**src/rtl/rfcfs_pkg.sv**
```systemverilog
// ==========================================================
// Constants of the channel and reference-clock decoder
package rfcfs_pkg;
    localparam int           REF_FREQ_MHZ      = 16;
    localparam int           ADDR_W            = 6;
    localparam int           DATA_W            = 8;
    localparam int           FREQ_W            = 14;
    localparam int           TRIM_CAP_W        = 13;

    typedef logic [ADDR_W-1:0] rfcfs_addr_t;
    typedef logic [DATA_W-1:0] rfcfs_data_t;
    typedef logic [FREQ_W-1:0] rfcfs_freq_t;

    // ==========================================================
    // Register offsets
    localparam rfcfs_addr_t  ADDR_CHANNEL_CCA  = 6'h08;
    localparam rfcfs_addr_t  ADDR_JITTER_CTRL  = 6'h0C;
    localparam rfcfs_addr_t  ADDR_OSC_CTRL     = 6'h12;
    localparam rfcfs_addr_t  ADDR_SYNTH_NUMBER = 6'h13;
    localparam rfcfs_addr_t  ADDR_SYNTH_BAND   = 6'h14;
    localparam rfcfs_addr_t  ADDR_STATUS       = 6'h15;
    localparam rfcfs_addr_t  ADDR_FREQ_LO      = 6'h16;
    localparam rfcfs_addr_t  ADDR_FREQ_HI      = 6'h17;

    // ==========================================================
    // Field positions and reset values
    localparam int           STD_CHAN_MSB      = 4;
    localparam int           TRIM_MSB          = 3;
    localparam int           BAND_MSB          = 2;
    localparam int           JITTER_BIT        = 0;
    localparam int           INVALID_BIT       = 0;
    localparam rfcfs_data_t  RESET_REG         = 8'h00;

    typedef enum logic [2:0] {
        BAND_STD     = 3'h0,
        BAND_FINE_LO = 3'h1,
        BAND_FINE_MD = 3'h2,
        BAND_FINE_HI = 3'h3,
        BAND_COARSE1 = 3'h4,
        BAND_COARSE2 = 3'h5,
        BAND_FINE_NA = 3'h6,
        BAND_RSVD    = 3'h7
    } rfcfs_band_t;

    // ==========================================================
    // Carrier figures in 100 kHz units
    localparam rfcfs_freq_t  F_EU              = 14'h21EB; // 868.3 MHz
    localparam rfcfs_freq_t  F_NA_BASE         = 14'h2364; // 906 MHz
    localparam rfcfs_freq_t  F_NA_STEP         = 14'h0014; // 2 MHz
    localparam rfcfs_freq_t  F_BAND1           = 14'h1E0A; // 769.0 MHz
    localparam rfcfs_freq_t  F_BAND2           = 14'h217A; // 857.0 MHz
    localparam rfcfs_freq_t  F_BAND3           = 14'h2346; // 903.0 MHz
    localparam rfcfs_freq_t  F_BAND4           = 14'h1E0A; // 769 MHz
    localparam rfcfs_freq_t  F_BAND5           = 14'h208A; // 833 MHz
    localparam rfcfs_freq_t  F_BAND6           = 14'h233C; // 902.0 MHz
    localparam rfcfs_freq_t  F_COARSE_STEP     = 14'h000A; // 1 MHz
    localparam logic [4:0]   STD_CHAN_MAX      = 5'h0A;
    localparam logic [7:0]   BAND4_NUM_MAX     = 8'h5E;
    localparam logic [7:0]   BAND5_NUM_MAX     = 8'h66;
    localparam logic [TRIM_CAP_W-1:0] TRIM_STEP_FF = 13'h012C; // 0.3 pF
endpackage : rfcfs_pkg

```
**src/rtl/rfcfs_if.sv**
```systemverilog
`timescale 1ns/1ps
`default_nettype none
// ==========================================================
// Settings in, decoded carrier out
interface rfcfs_if;
    import rfcfs_pkg::*;
    logic [2:0]  band;
    logic [7:0]  number;
    logic [4:0]  std_chan;
    rfcfs_freq_t freq;
    logic        valid;
    modport dec  (input band, input number, input std_chan, output freq, output valid);
    modport user (output band, output number, output std_chan, input freq, input valid);
endinterface : rfcfs_if
`default_nettype wire

```
**src/rtl/rfcfs_decode.sv**
```systemverilog
`timescale 1ns/1ps
`default_nettype none
// ==========================================================
// Combinational band and channel decoder
module rfcfs_decode
    import rfcfs_pkg::*;
(
    rfcfs_if.dec ifc
);
    rfcfs_freq_t k14;
    rfcfs_freq_t n14;

    assign k14 = FREQ_W'(ifc.std_chan);
    assign n14 = FREQ_W'(ifc.number);

    always_comb
    begin
        ifc.freq  = '0;
        ifc.valid = 1'b1;
        case (rfcfs_band_t'(ifc.band))
            BAND_STD: // RQ5
            begin
                // Channel number is not looked at in this band
                if (ifc.std_chan == 5'h00)
                    ifc.freq = F_EU; // RQ6
                else if (ifc.std_chan <= STD_CHAN_MAX)
                    ifc.freq = F_NA_BASE + F_NA_STEP * (k14 - 14'h0001); // RQ7
                else
                    ifc.valid = 1'b0; // RQ15
            end
            BAND_FINE_LO: ifc.freq = F_BAND1 + n14; // RQ8
            BAND_FINE_MD: ifc.freq = F_BAND2 + n14; // RQ9
            BAND_FINE_HI: ifc.freq = F_BAND3 + n14; // RQ10
            BAND_COARSE1:
            begin
                ifc.freq  = F_BAND4 + F_COARSE_STEP * n14;
                ifc.valid = (ifc.number <= BAND4_NUM_MAX); // RQ11
            end
            BAND_COARSE2:
            begin
                ifc.freq  = F_BAND5 + F_COARSE_STEP * n14;
                ifc.valid = (ifc.number <= BAND5_NUM_MAX); // RQ12
            end
            BAND_FINE_NA: ifc.freq = F_BAND6 + n14; // RQ13
            default:      ifc.valid = 1'b0; // RQ16
        endcase
    end
endmodule : rfcfs_decode
`default_nettype wire

```
**src/rtl/rfcfs_top.sv**
```systemverilog
// Behaviour
// (RQ1) Every generated frequency setting is clocked from the one 16 MHz reference clock.
// (RQ2) The trim code selects 0 to 4.5 pF of added load in 0.3 pF steps, code times 0.3 pF.
// (RQ3) Software loads the factory trim value from user storage into the oscillator register at start-up.
// (RQ4) Jitter enable reaches receiver logic and all I/O including the clock output, never the synthesizer.
// (RQ5) In band 0 the channel number is ignored and the standard channel picks the carrier.
// (RQ6) Band 0 with standard channel 0 gives 868.3 MHz.
// (RQ7) Band 0 with standard channel k from 1 to 10 gives 906 MHz plus 2 MHz times (k-1).
// (RQ8) Band 1 gives 769.0 MHz plus 0.1 MHz per channel number, 0x00 to 0xFF.
// (RQ9) Band 2 gives 857.0 MHz plus 0.1 MHz per channel number, 0x00 to 0xFF.
// (RQ10) Band 3 gives 903.0 MHz plus 0.1 MHz per channel number, 0x00 to 0xFF.
// (RQ11) Band 4 gives 769 MHz plus 1 MHz per channel number, valid 0x00 to 0x5E.
// (RQ12) Band 5 gives 833 MHz plus 1 MHz per channel number, valid 0x00 to 0x66.
// (RQ13) Band 6 gives 902.0 MHz plus 0.1 MHz per channel number, 0x00 to 0xFF.
// (RQ14) The standard channel lives in bits 4:0 of the channel/CCA register at 0x08.
// (RQ15) Standard channels 0x0B and above are reserved with no carrier.
// (RQ16) Band 7, out-of-range numbers and reserved channels raise the invalid flag and hold the old carrier.
// (RQ17) The carrier leaves as a registered count of 100 kHz units, cleared by reset.
`timescale 1ns/1ps
`default_nettype none
module rfcfs_top
    import rfcfs_pkg::*;
(
    input  wire logic                          CLK,
    input  wire logic                          RST,
    input  wire logic                          CE,
    input  wire rfcfs_pkg::rfcfs_addr_t        REG_ADDR,
    input  wire rfcfs_pkg::rfcfs_data_t        REG_WDATA,
    input  wire logic                          REG_WE,
    input  wire logic                          REG_RE,
    output var  rfcfs_pkg::rfcfs_data_t        REG_RDATA,
    output var  rfcfs_pkg::rfcfs_freq_t        FREQ_100KHZ,
    output var  logic                          FREQ_INVALID,
    output var  logic [rfcfs_pkg::TRIM_CAP_W-1:0] TRIM_CAP_FF,
    output var  logic                          RX_JITTER_EN,
    output var  logic                          IO_JITTER_EN
);
    import rfcfs_pkg::*;

    rfcfs_data_t channel_cca_control;
    rfcfs_data_t oscillator_control_reg;
    rfcfs_data_t synth_number_reg;
    rfcfs_data_t synth_band_reg;
    rfcfs_data_t jitter_control;
    rfcfs_data_t next_rdata;
    logic        wr_ok;

    rfcfs_if dec_if ();

    assign wr_ok = CE && REG_WE;

    // ==========================================================
    // Register file
    always_ff @(posedge CLK)
    begin
        if (RST)
        begin
            channel_cca_control    <= RESET_REG;
            oscillator_control_reg <= RESET_REG;
            synth_number_reg       <= RESET_REG;
            synth_band_reg         <= RESET_REG;
            jitter_control         <= RESET_REG;
        end
        else if (wr_ok)
        begin
            case (REG_ADDR)
                ADDR_CHANNEL_CCA:  channel_cca_control    <= REG_WDATA; // RQ14
                ADDR_OSC_CTRL:     oscillator_control_reg <= REG_WDATA;
                ADDR_SYNTH_NUMBER: synth_number_reg       <= REG_WDATA;
                ADDR_SYNTH_BAND:   synth_band_reg         <= REG_WDATA;
                ADDR_JITTER_CTRL:  jitter_control         <= REG_WDATA;
                default:           ;
            endcase
        end
    end

    // Unused upper bits of the band register read back as zero
    always_comb
    begin
        case (REG_ADDR)
            ADDR_CHANNEL_CCA:  next_rdata = channel_cca_control;
            ADDR_OSC_CTRL:     next_rdata = oscillator_control_reg;
            ADDR_SYNTH_NUMBER: next_rdata = synth_number_reg;
            ADDR_SYNTH_BAND:   next_rdata = {5'h00, synth_band_reg[BAND_MSB:0]};
            ADDR_JITTER_CTRL:  next_rdata = {7'h00, jitter_control[JITTER_BIT]};
            ADDR_STATUS:       next_rdata = {7'h00, FREQ_INVALID};
            ADDR_FREQ_LO:      next_rdata = FREQ_100KHZ[7:0];
            ADDR_FREQ_HI:      next_rdata = {2'h0, FREQ_100KHZ[FREQ_W-1:8]};
            default:           next_rdata = 8'h00;
        endcase
    end

    always_ff @(posedge CLK)
    begin
        if (RST)
            REG_RDATA <= 8'h00;
        else if (CE && REG_RE)
            REG_RDATA <= next_rdata;
    end

    // ==========================================================
    // Carrier decode
    assign dec_if.band     = synth_band_reg[BAND_MSB:0];
    assign dec_if.number   = synth_number_reg;
    assign dec_if.std_chan = channel_cca_control[STD_CHAN_MSB:0]; // RQ14

    rfcfs_decode u_decode (
        .ifc (dec_if.dec)
    );

    // Synthesizer setting runs straight off the reference clock with no jitter path, so
    // a jitter change can never move the carrier
    always_ff @(posedge CLK)
    begin
        if (RST)
        begin
            FREQ_100KHZ  <= '0; // RQ17
            FREQ_INVALID <= 1'b0;
        end
        else if (CE)
        begin
            FREQ_INVALID <= !dec_if.valid; // RQ16
            if (dec_if.valid)
                FREQ_100KHZ <= dec_if.freq; // RQ1
        end
    end

    // ==========================================================
    // Oscillator trim and jitter scope
    always_ff @(posedge CLK)
    begin
        if (RST)
            TRIM_CAP_FF <= '0;
        else if (CE)
            TRIM_CAP_FF <= TRIM_STEP_FF * TRIM_CAP_W'(oscillator_control_reg[TRIM_MSB:0]); // RQ2
    end

    always_ff @(posedge CLK)
    begin
        if (RST)
        begin
            RX_JITTER_EN <= 1'b0;
            IO_JITTER_EN <= 1'b0;
        end
        else if (CE)
        begin
            RX_JITTER_EN <= jitter_control[JITTER_BIT]; // RQ4
            IO_JITTER_EN <= jitter_control[JITTER_BIT]; // RQ4
        end
    end

    // ==========================================================
    // Checks
    logic [2:0] band_q;
    logic [7:0] num_q;
    logic [4:0] chan_q;
    assign band_q = synth_band_reg[BAND_MSB:0];
    assign num_q  = synth_number_reg;
    assign chan_q = channel_cca_control[STD_CHAN_MSB:0];

    a_reset_clear: assert property (@(posedge CLK) RST |=> FREQ_100KHZ == '0) // RQ17
        else $error("carrier not cleared by reset");
    a_trim_scale: assert property (@(posedge CLK) disable iff (RST) // RQ2
        CE |=> TRIM_CAP_FF == 13'(300 * $past(oscillator_control_reg[TRIM_MSB:0])))
        else $error("trim capacitance mismatch");
    // Jitter follows its control bit while an unchanged setting keeps the carrier still
    a_jitter_split: assert property (@(posedge CLK) disable iff (RST) // RQ4
        CE && $past(CE) && !$past(RST) && $stable(dec_if.freq) && $stable(dec_if.valid)
            |=> RX_JITTER_EN == $past(jitter_control[JITTER_BIT])
            && IO_JITTER_EN == $past(jitter_control[JITTER_BIT]) && $stable(FREQ_100KHZ))
        else $error("jitter scope wrong");
    // Both edges must follow a live band 0 setting, else a reset or frozen edge moves the carrier
    a_band0_ignore: assert property (@(posedge CLK) disable iff (RST) // RQ5
        CE && $past(CE) && !$past(RST) && band_q == 3'h0 && $past(band_q) == 3'h0 && $stable(chan_q)
            |=> $stable(FREQ_100KHZ))
        else $error("band 0 carrier moved with channel number");
    a_eu_channel: assert property (@(posedge CLK) disable iff (RST) // RQ6
        CE && band_q == 3'h0 && chan_q == 5'h00 |=> FREQ_100KHZ == 14'd8683)
        else $error("868.3 MHz not selected");
    a_na_channel: assert property (@(posedge CLK) disable iff (RST) // RQ7
        CE && band_q == 3'h0 && chan_q >= 5'h01 && chan_q <= 5'h0A
            |=> FREQ_100KHZ == 14'(9060 + 20 * ($past(chan_q) - 1)))
        else $error("north american channel wrong");
    a_band1_fine: assert property (@(posedge CLK) disable iff (RST) // RQ8
        CE && band_q == 3'h1 |=> FREQ_100KHZ == 14'(7690 + $past(num_q)))
        else $error("band 1 carrier wrong");
    a_band2_fine: assert property (@(posedge CLK) disable iff (RST) // RQ9
        CE && band_q == 3'h2 |=> FREQ_100KHZ == 14'(8570 + $past(num_q)))
        else $error("band 2 carrier wrong");
    a_band3_fine: assert property (@(posedge CLK) disable iff (RST) // RQ10
        CE && band_q == 3'h3 |=> FREQ_100KHZ == 14'(9030 + $past(num_q)))
        else $error("band 3 carrier wrong");
    a_band4_coarse: assert property (@(posedge CLK) disable iff (RST) // RQ11
        CE && band_q == 3'h4 |=> (FREQ_INVALID == ($past(num_q) > 8'h5E))
            && ($past(num_q) > 8'h5E || FREQ_100KHZ == 14'(7690 + 10 * $past(num_q))))
        else $error("band 4 carrier wrong");
    a_band5_coarse: assert property (@(posedge CLK) disable iff (RST) // RQ12
        CE && band_q == 3'h5 |=> (FREQ_INVALID == ($past(num_q) > 8'h66))
            && ($past(num_q) > 8'h66 || FREQ_100KHZ == 14'(8330 + 10 * $past(num_q))))
        else $error("band 5 carrier wrong");
    a_band6_fine: assert property (@(posedge CLK) disable iff (RST) // RQ13
        CE && band_q == 3'h6 |=> FREQ_100KHZ == 14'(9020 + $past(num_q)))
        else $error("band 6 carrier wrong");
    a_chan_field: assert property (@(posedge CLK) disable iff (RST) // RQ14
        wr_ok && REG_ADDR == 6'h08 |=> chan_q == $past(REG_WDATA[4:0]))
        else $error("standard channel field not stored");
    a_reserved_std: assert property (@(posedge CLK) disable iff (RST) // RQ15
        CE && band_q == 3'h0 && chan_q > 5'h0A |=> FREQ_INVALID)
        else $error("reserved channel not flagged");
    a_invalid_hold: assert property (@(posedge CLK) disable iff (RST) // RQ16
        CE && (band_q == 3'h7) |=> FREQ_INVALID && $stable(FREQ_100KHZ))
        else $error("invalid setting did not hold carrier");
    a_ce_freeze: assert property (@(posedge CLK) disable iff (RST) // RQ17
        !CE |=> $stable(FREQ_100KHZ) && $stable(FREQ_INVALID) && $stable(TRIM_CAP_FF)
            && $stable(RX_JITTER_EN) && $stable(REG_RDATA))
        else $error("outputs moved while clock enable low");
    a_chan_readback: assert property (@(posedge CLK) disable iff (RST) // RQ14
        CE && REG_RE && REG_ADDR == 6'h08 |=> REG_RDATA == $past(channel_cca_control))
        else $error("channel register read back wrong");
    a_status_read: assert property (@(posedge CLK) disable iff (RST) // RQ16
        CE && REG_RE && REG_ADDR == 6'h15 |=> REG_RDATA == {7'h00, $past(FREQ_INVALID)})
        else $error("status read back wrong");
endmodule : rfcfs_top
`default_nettype wire

```
**config.mk**
```make
export PLATFORM = sky130hd
export DESIGN_NAME = rfcfs_top
export DESIGN_NICKNAME = d
export VERILOG_FILES = /design/src/rtl/rfcfs_pkg.sv /design/src/rtl/rfcfs_if.sv /design/src/rtl/rfcfs_decode.sv /design/src/rtl/rfcfs_top.sv
export SDC_FILE = /design/constraint.sdc
export NUM_CORES = 1
export LEC_CHECK = 0
export BUFFER_PORTS_ARGS = -buffer_cell sky130_fd_sc_hd__buf_2
export CAP_MARGIN = 20
export CORE_UTILIZATION = 45
export CTS_BUF_LIST = sky130_fd_sc_hd__clkbuf_16
export DETAILED_ROUTE_END_ITERATION = 8
export HOLD_SLACK_MARGIN = 0.1
export PLACE_DENSITY = 0.66
export SYNTH_ARGS = -nofsm -noshare
export SYNTH_HDL_FRONTEND = slang
export SYNTH_SLANG_ARGS = --single-unit
```
**constraint.sdc**
```tcl
create_clock -name CLK -period 3.2 [get_ports CLK]
set_input_delay 0.64 -clock CLK [delete_from_list [all_inputs] [get_ports CLK]]
set_output_delay 0.64 -clock CLK [all_outputs]
set_load 0.005 [all_outputs]
```
* Word level (Yosys, flattened, before mapping)
Index checks and enable logic that the tools add are counted.
** Storage, ports and cells
- Register bits after elaboration :: 63
- Bits of input ports :: 19
- Output and inout port bits :: 38
- Logic and storage cells :: 57
** Cells by class
- $add $sub $neg :: 8
- $mul :: 3
- Magnitude comparators :: 3
- Eq/ne operators :: 14
- Mux-type cells :: 7
- Reduce and logical (&&, ||, !) cells :: 12
** Operator list (count)
- $pmux 14 s7 :: 1
- $pmux 8 s8 :: 1
- $add 14x8->14 const A :: 3
- $eq 6x5->1 const B :: 6
- $add 14x14->14 const A :: 2
- $mux 14 :: 2
- $le 8x7->1 const B :: 2
- $add 13x14->14 const A :: 1
- $add 13x8->14 const A :: 1
- $mul 3x14->12 const A :: 1
- $eq 6x4->1 const B :: 2
- $reduce_and 2->1 :: 6
- $mul 3x8->11 const A :: 1
- $mul 7x4->11 const A :: 1
- $eq 3x3->1 const B :: 3
- $eq 3x2->1 const B :: 2
- $sub 5x1->6 const B :: 1
- $le 5x4->1 const B :: 1
- $logic_not 5->1 :: 1
- $pmux 1 s4 :: 1
- $reduce_or 4->1 :: 1
- $eq 3x1->1 const B :: 1
- $logic_not 3->1 :: 1
- $logic_and 1x1->1 :: 2
- other kinds (2) :: 3

* Logic depth before layout (Yosys ltp)
- Depth after elaboration :: 6
- Depth in mapped cells :: 16

* Hierarchy
Synthesis repeated with hierarchy kept, for this count alone.
** Second synthesis, totals
- Cell total of the unflattened synthesis :: 635
- Area total of the unflattened synthesis :: 5114.9 um^2
** Modules (own cells, without submodules)
- rfcfs_top :: times used 1, cells each 327, area each 3014.1 um^2, seq. area each 1261.2 um^2
- rfcfs_decode :: times used 1, cells each 308, area each 2100.8 um^2, seq. area each 0.0 um^2

* Worst setup path after synthesis
No wires, ideal clock.
- Path kind :: flip-flop to flip-flop
- Start :: reg channel_cca_control[0]
- End :: reg FREQ_100KHZ[13]
- Library setup time :: 0.081 ns
- Arrival :: 3.313 ns
- Required time :: 3.119 ns
- Setup slack :: -0.194 ns
- Stages on the path, launching flop included :: 17
- Buffers on the path :: 0
- Cell sequence :: dfxtp_1 inv_1 ha_1 nor3b_1 xor2_1 ha_1 fa_1 a21o_1 nand2_1 nand2b_1 ha_1 inv_1 o211ai_1 a31oi_1 xnor2_1 nand2_1 a41oi_1
** On the way
- Word-level cells in the longest chain between the ends :: 6
- Elaborated cells between the ends (all ways) :: 12
** Ends and longest elaborated chain
- start: declaration :: RTL line rfcfs_top.sv:40 : rfcfs_data_t channel_cca_control;
- start signal: assignment :: RTL line rfcfs_top.sv:58 : channel_cca_control <= RESET_REG;
- start signal: assignment :: RTL line rfcfs_top.sv:67 : ADDR_CHANNEL_CCA: channel_cca_control <= REG_WDATA;
- $sub 5x1->6 :: RTL line rfcfs_decode.sv:27 : ifc.freq = F_NA_BASE + F_NA_STEP * (k14 - 14'h0001);
- $mul 3x14->12 :: RTL line rfcfs_decode.sv:27
- $add 14x14->14 :: RTL line rfcfs_decode.sv:27
- $mux 14 :: RTL line rfcfs_decode.sv:26 : else if (ifc.std_chan <= STD_CHAN_MAX)
- $mux 14 :: RTL line rfcfs_decode.sv:24 : if (ifc.std_chan == 5'h00)
- $pmux 14 s7 :: RTL line rfcfs_decode.sv:20 : case (rfcfs_band_t'(ifc.band))
- end signal: assignment :: RTL line rfcfs_top.sv:124 : FREQ_100KHZ <= dec_if.freq;
- end: declaration :: RTL line rfcfs_top.sv:32 : output var rfcfs_pkg::rfcfs_freq_t FREQ_100KHZ,
Several ways; a longest one is shown, not always the timed one.
A chain may end at the register's enable or synchronous reset.

* Final worst setup path
- Start :: reg channel_cca_control[0]
- End :: reg FREQ_100KHZ[11]
The elaborated chain is that of the path after synthesis.

==> summary.md <==
| Metric | Value |
|---|---|
| Status | `complete, but fails checks` |
| Failing checks | `setup timing` |
| Number of synthesized register bits | `between 60 and 70` |
| CP Cell Sequence | `or3_4, xnor2_4, ha_4, ha_4, fa_2, a21o_1, nand2_2, nand2b_4, ha_4, inv_2, o211ai_1, nor2_1, a211oi_2, a211oi_2, a211oi_2` |
| Worst Setup Slack post-DPL | `-0.0701 ns` |
| Leading cell types in the layout, fill and taps excluded | `nor2_1 (87), dfxtp_1 (61), buf_2 (54)` |
| Share of layout cells above drive strength 1 | `0.239` |
| Max reg flops | `14` |
| Die height | `approximately 110 µm` |
| Peak Freq | `between 300 and 400 MHz` |
| CP max FO | `3` |
| Largest net degree at the start of global routing | `38` |
| Via count | `approximately 5000` |
| Worst Path Buf+Inv | `1` |
| TritonRoute pass-1 iters | `7` |
| Area share of the largest cell type after synthesis | `0.248` |
| Grt ovf | `0` |
| GRT Total Usage | `0.265` |
| Synth async-reset ratio | `0` |
| CP Class | `flop to flop` |
| Data arrival, critical path | `3.46 ns` |
| Synth unique cells | `between 70 and 80` |
| Cells taking the most area after synthesis | `dfxtp_1 (25%), ha_1 (11%), mux2i_1 (6.9%)` |
| Mapped Cells | `~600` |
| Placed Instances | `roughly 820` |
| Fin worst setup slack | `-0.00881 ns` |
| Post-Syn Area per Cell | `~8.3 µm²` |
| Worst reg2reg path endpoint | `FREQ_100KHZ[11]` |
| Worst R2R Start | `channel_cca_control[0]` |
| Die width | `about 110 µm` |
| Final count of negative-setup-slack endpoints | `1` |
| DRC Markers | `0` |
| DP HPWL | `approximately 12 mm` |
| Port bufs | `54` |
| Post-Route WL | `approximately 16 mm` |
| Yosys warning count | `0` |
| Post-Syn Area | `approximately 0.005 mm²` |
| Fin cells | `approximately 840` |
| Largest delay contributor family on the critical path | `adder cells` |
| Critical path origin | `channel_cca_control[0]` |
| Starting density of the core | `0.465` |
| Sequential cell area fraction in the yosys report | `0.248` |
| Tmin final | `3.21 ns` |
| Worst Hold Class | `flop to flop` |
| Pins Over Slew Limit | `0` |
| CP max stage cell | `or3_4` |
| Latest clock arrival within the worst-skew pair | `around 0.33 ns` |
| Max Cap Viol | `0` |
| Area delta synth->final | `20.8%` |
| Commonest non-fill, non-tap cell in the layout | `nor2_1` |
| Placeable Area | `~0.011 mm²` |
| IO Pins | `57` |
| Top cell type by total area after synthesis | `dfxtp_1` |
| Antenna-violating nets left | `0` |
| Final hold viol count | `0` |
| CP Launch Type | `flop` |
| CP Capture Point | `FREQ_100KHZ[11]` |
| Leak | `around 2.7 nW` |
| Nets | `~760` |
| CP required | `around 3.5 ns` |
| Final GP Congestion | `between 0.9 and 1` |
| Maximum VDD drop | `351 µV` |
| Num CTS Buffers | `9` |
| Relative slew slack | `0.449` |
| CTS tree | `yes` |
| PwrDens | `approximately 320 mW/mm²` |
| Final Cycle Share | `1.00` |
| Root buffer cell | `clkbuf_16` |
| DR iter-0 viols | `602` |
| RSZ-0062 raised after global routing | `true` |
| Number of global-route vias before repair | `around 4600` |
| Ys flop type | `dfxtp_1` |
| Diode count | `0` |
| Vias per inst | `between 5 and 6` |
| Crit end category | `flop` |
| Worst Clk Skew | `0.00420 ns` |
| Number of enable flip-flop cells after synthesis | `0` |
| Htree depth | `3` |
| Clk slew on worst S/H paths | `approximately 0.06 ns` |
| Sink Count | `63` |
| Largest register by flop count | `FREQ_100KHZ` |
| Flop2flop setup slack | `-0.009 ns` |
| Tightest Pin Transition | `around 0.8 ns` |
| First-pass GRT wire length | `24.0 mm` |
| Initial antenna violation count | `0` |
| Slowest Stage Delay on Critical Path | `approximately 0.42 ns` |
| Row cnt | `38` |
| Crit. path cell count | `15` |
| Regs by FF count | `FREQ_100KHZ: 14 flops, TRIM_CAP_FF: 11 flops` |
| Worst Reg-to-Reg Cells | `15` |
| Die area | `between 0.01 and 0.015 mm²` |
| Routed WL per cell | `between 15 and 20 µm` |
| Worst hold slack | `0.483 ns` |
| Max clock buf depth | `2` |
layer usage:
| metal | global-route usage | routed length [µm] | vias up |
|---|---|---|---|
| li1 | - | - | 2388 |
| met3 | 0.0356 | 912 | 35 |
| met1 | 0.367 | 7230 | 2390 |
| met4 | 0.0946 | 429 | 0 |
| met5 | 0 | 0 | - |
| met2 | 0.419 | 7140 | 192 |
area by class of cell:
class,count,area [µm²]
Timing Repair Buffer,99,612
Clock inverter,7,65.1
Clock buffer,9,225
Multi-Input combinational cell,485,3680
Tap cell,140,175
Inverter,32,120
Sequential cell,63,1260
Fill cell,1018,4790
through the flow:
stage / TNS, ns / instance area (µm²) / power (mW) / util
CTS: 0 / 6020 / 1.95 / 0.551
finish: -0.00881 / 6140 / 1.95 / 0.562
global placement: -0.0243 / 5680 / 0.993 / 0.520
floorplan: 0 / 5120 / 0.931 / -
global route: -0.285 / 6140 / 2.00 / 0.562
detailed placement: -0.192 / 5680 / 0.996 / 0.520
tightest hold or removal path, cell delays in order (launching register included):
cell and delay, ns:
dfxtp_1 0.31, mux2i_1 0.06, nor2_1 0.07
synth_stat cells (3+ instances only):
| master | number |
|---|---|
| buf_6 | 5 |
| nor3b_1 | 5 |
| o21bai_1 | 4 |
| dfxtp_1 | 63 |
| buf_4 | 3 |
| and3_1 | 5 |
| clkbuf_1 | 17 |
| o21ai_1 | 6 |
| nor4_2 | 3 |
| a221oi_1 | 3 |
| nand3_1 | 8 |
| xnor2_1 | 26 |
| nand2b_1 | 12 |
| buf_2 | 9 |
| o211ai_1 | 3 |
| a22oi_1 | 15 |
| nor2_1 | 87 |
| a31oi_1 | 4 |
| o21ai_0 | 16 |
| o21a_1 | 4 |
| nor3_1 | 15 |
| nand4_1 | 5 |
| a311oi_2 | 4 |
| fa_1 | 3 |
| ha_1 | 44 |
| a221o_1 | 5 |
| a222oi_1 | 7 |
| a21oi_1 | 34 |
| o22ai_1 | 5 |
| a211oi_1 | 5 |
| and2_1 | 4 |
| nor2b_1 | 8 |
| or3_1 | 3 |
| inv_1 | 29 |
| o32ai_1 | 3 |
| a41oi_1 | 3 |
| mux2i_1 | 35 |
| o31ai_1 | 3 |
| xor2_1 | 12 |
| nand2_1 | 39 |
| a211oi_2 | 10 |
cells by family (layout without fill, tap and decap cells):
| logic type | count (synthesis) | after routing | share of synthesized area |
|---|---|---|---|
| muxes | 36 | 36 | 0.0711 |
| xor gates and xnor gates | 38 | 38 | 0.0655 |
| and+or+nand+nor | 210 | 210 | 0.209 |
| buffers and inverters | 67 | 147 | 0.0613 |
| other | 1 | 2 | 0.000737 |
| AOI/OAI and AO/OA | 152 | 152 | 0.224 |
| DFF | 63 | 63 | 0.248 |
| adders and majority gates | 47 | 47 | 0.120 |
power breakdown:
group          internal [mW]  leakage (nW)  switching, mW
registers              0.799         0.512         0.0170
logic                 0.0725          2.03          0.107
clock network          0.595         0.136          0.362
total                   1.47          2.68          0.486
worst min-delay path by stage:
stage	startpoint	endpoint	slack [ns]	depth (start not counted)
3_5_place_dp	TRIM_CAP_FF[5]	TRIM_CAP_FF[5]	0.48	2
6_report	TRIM_CAP_FF[5]	TRIM_CAP_FF[5]	0.48	2
4_1_cts	TRIM_CAP_FF[12]	TRIM_CAP_FF[12]	0.49	2
3_3_place_gp	TRIM_CAP_FF[8]	TRIM_CAP_FF[8]	0.47	2
2_1_floorplan	channel_cca_control[5]	channel_cca_control[5]	0.46	2
5_1_grt	TRIM_CAP_FF[12]	TRIM_CAP_FF[12]	0.51	2
what timing repair did:
item | CTS | global route
hold buffers | 0 | 0
pin swaps | 12 | 28
setup endpoints to repair | 4 | 7
buffers inserted | 3 | 2
gates resized for setup | 7 | 16
cloned | 0 | 0
No activity file was read; power rests on OpenSTA's default activity.
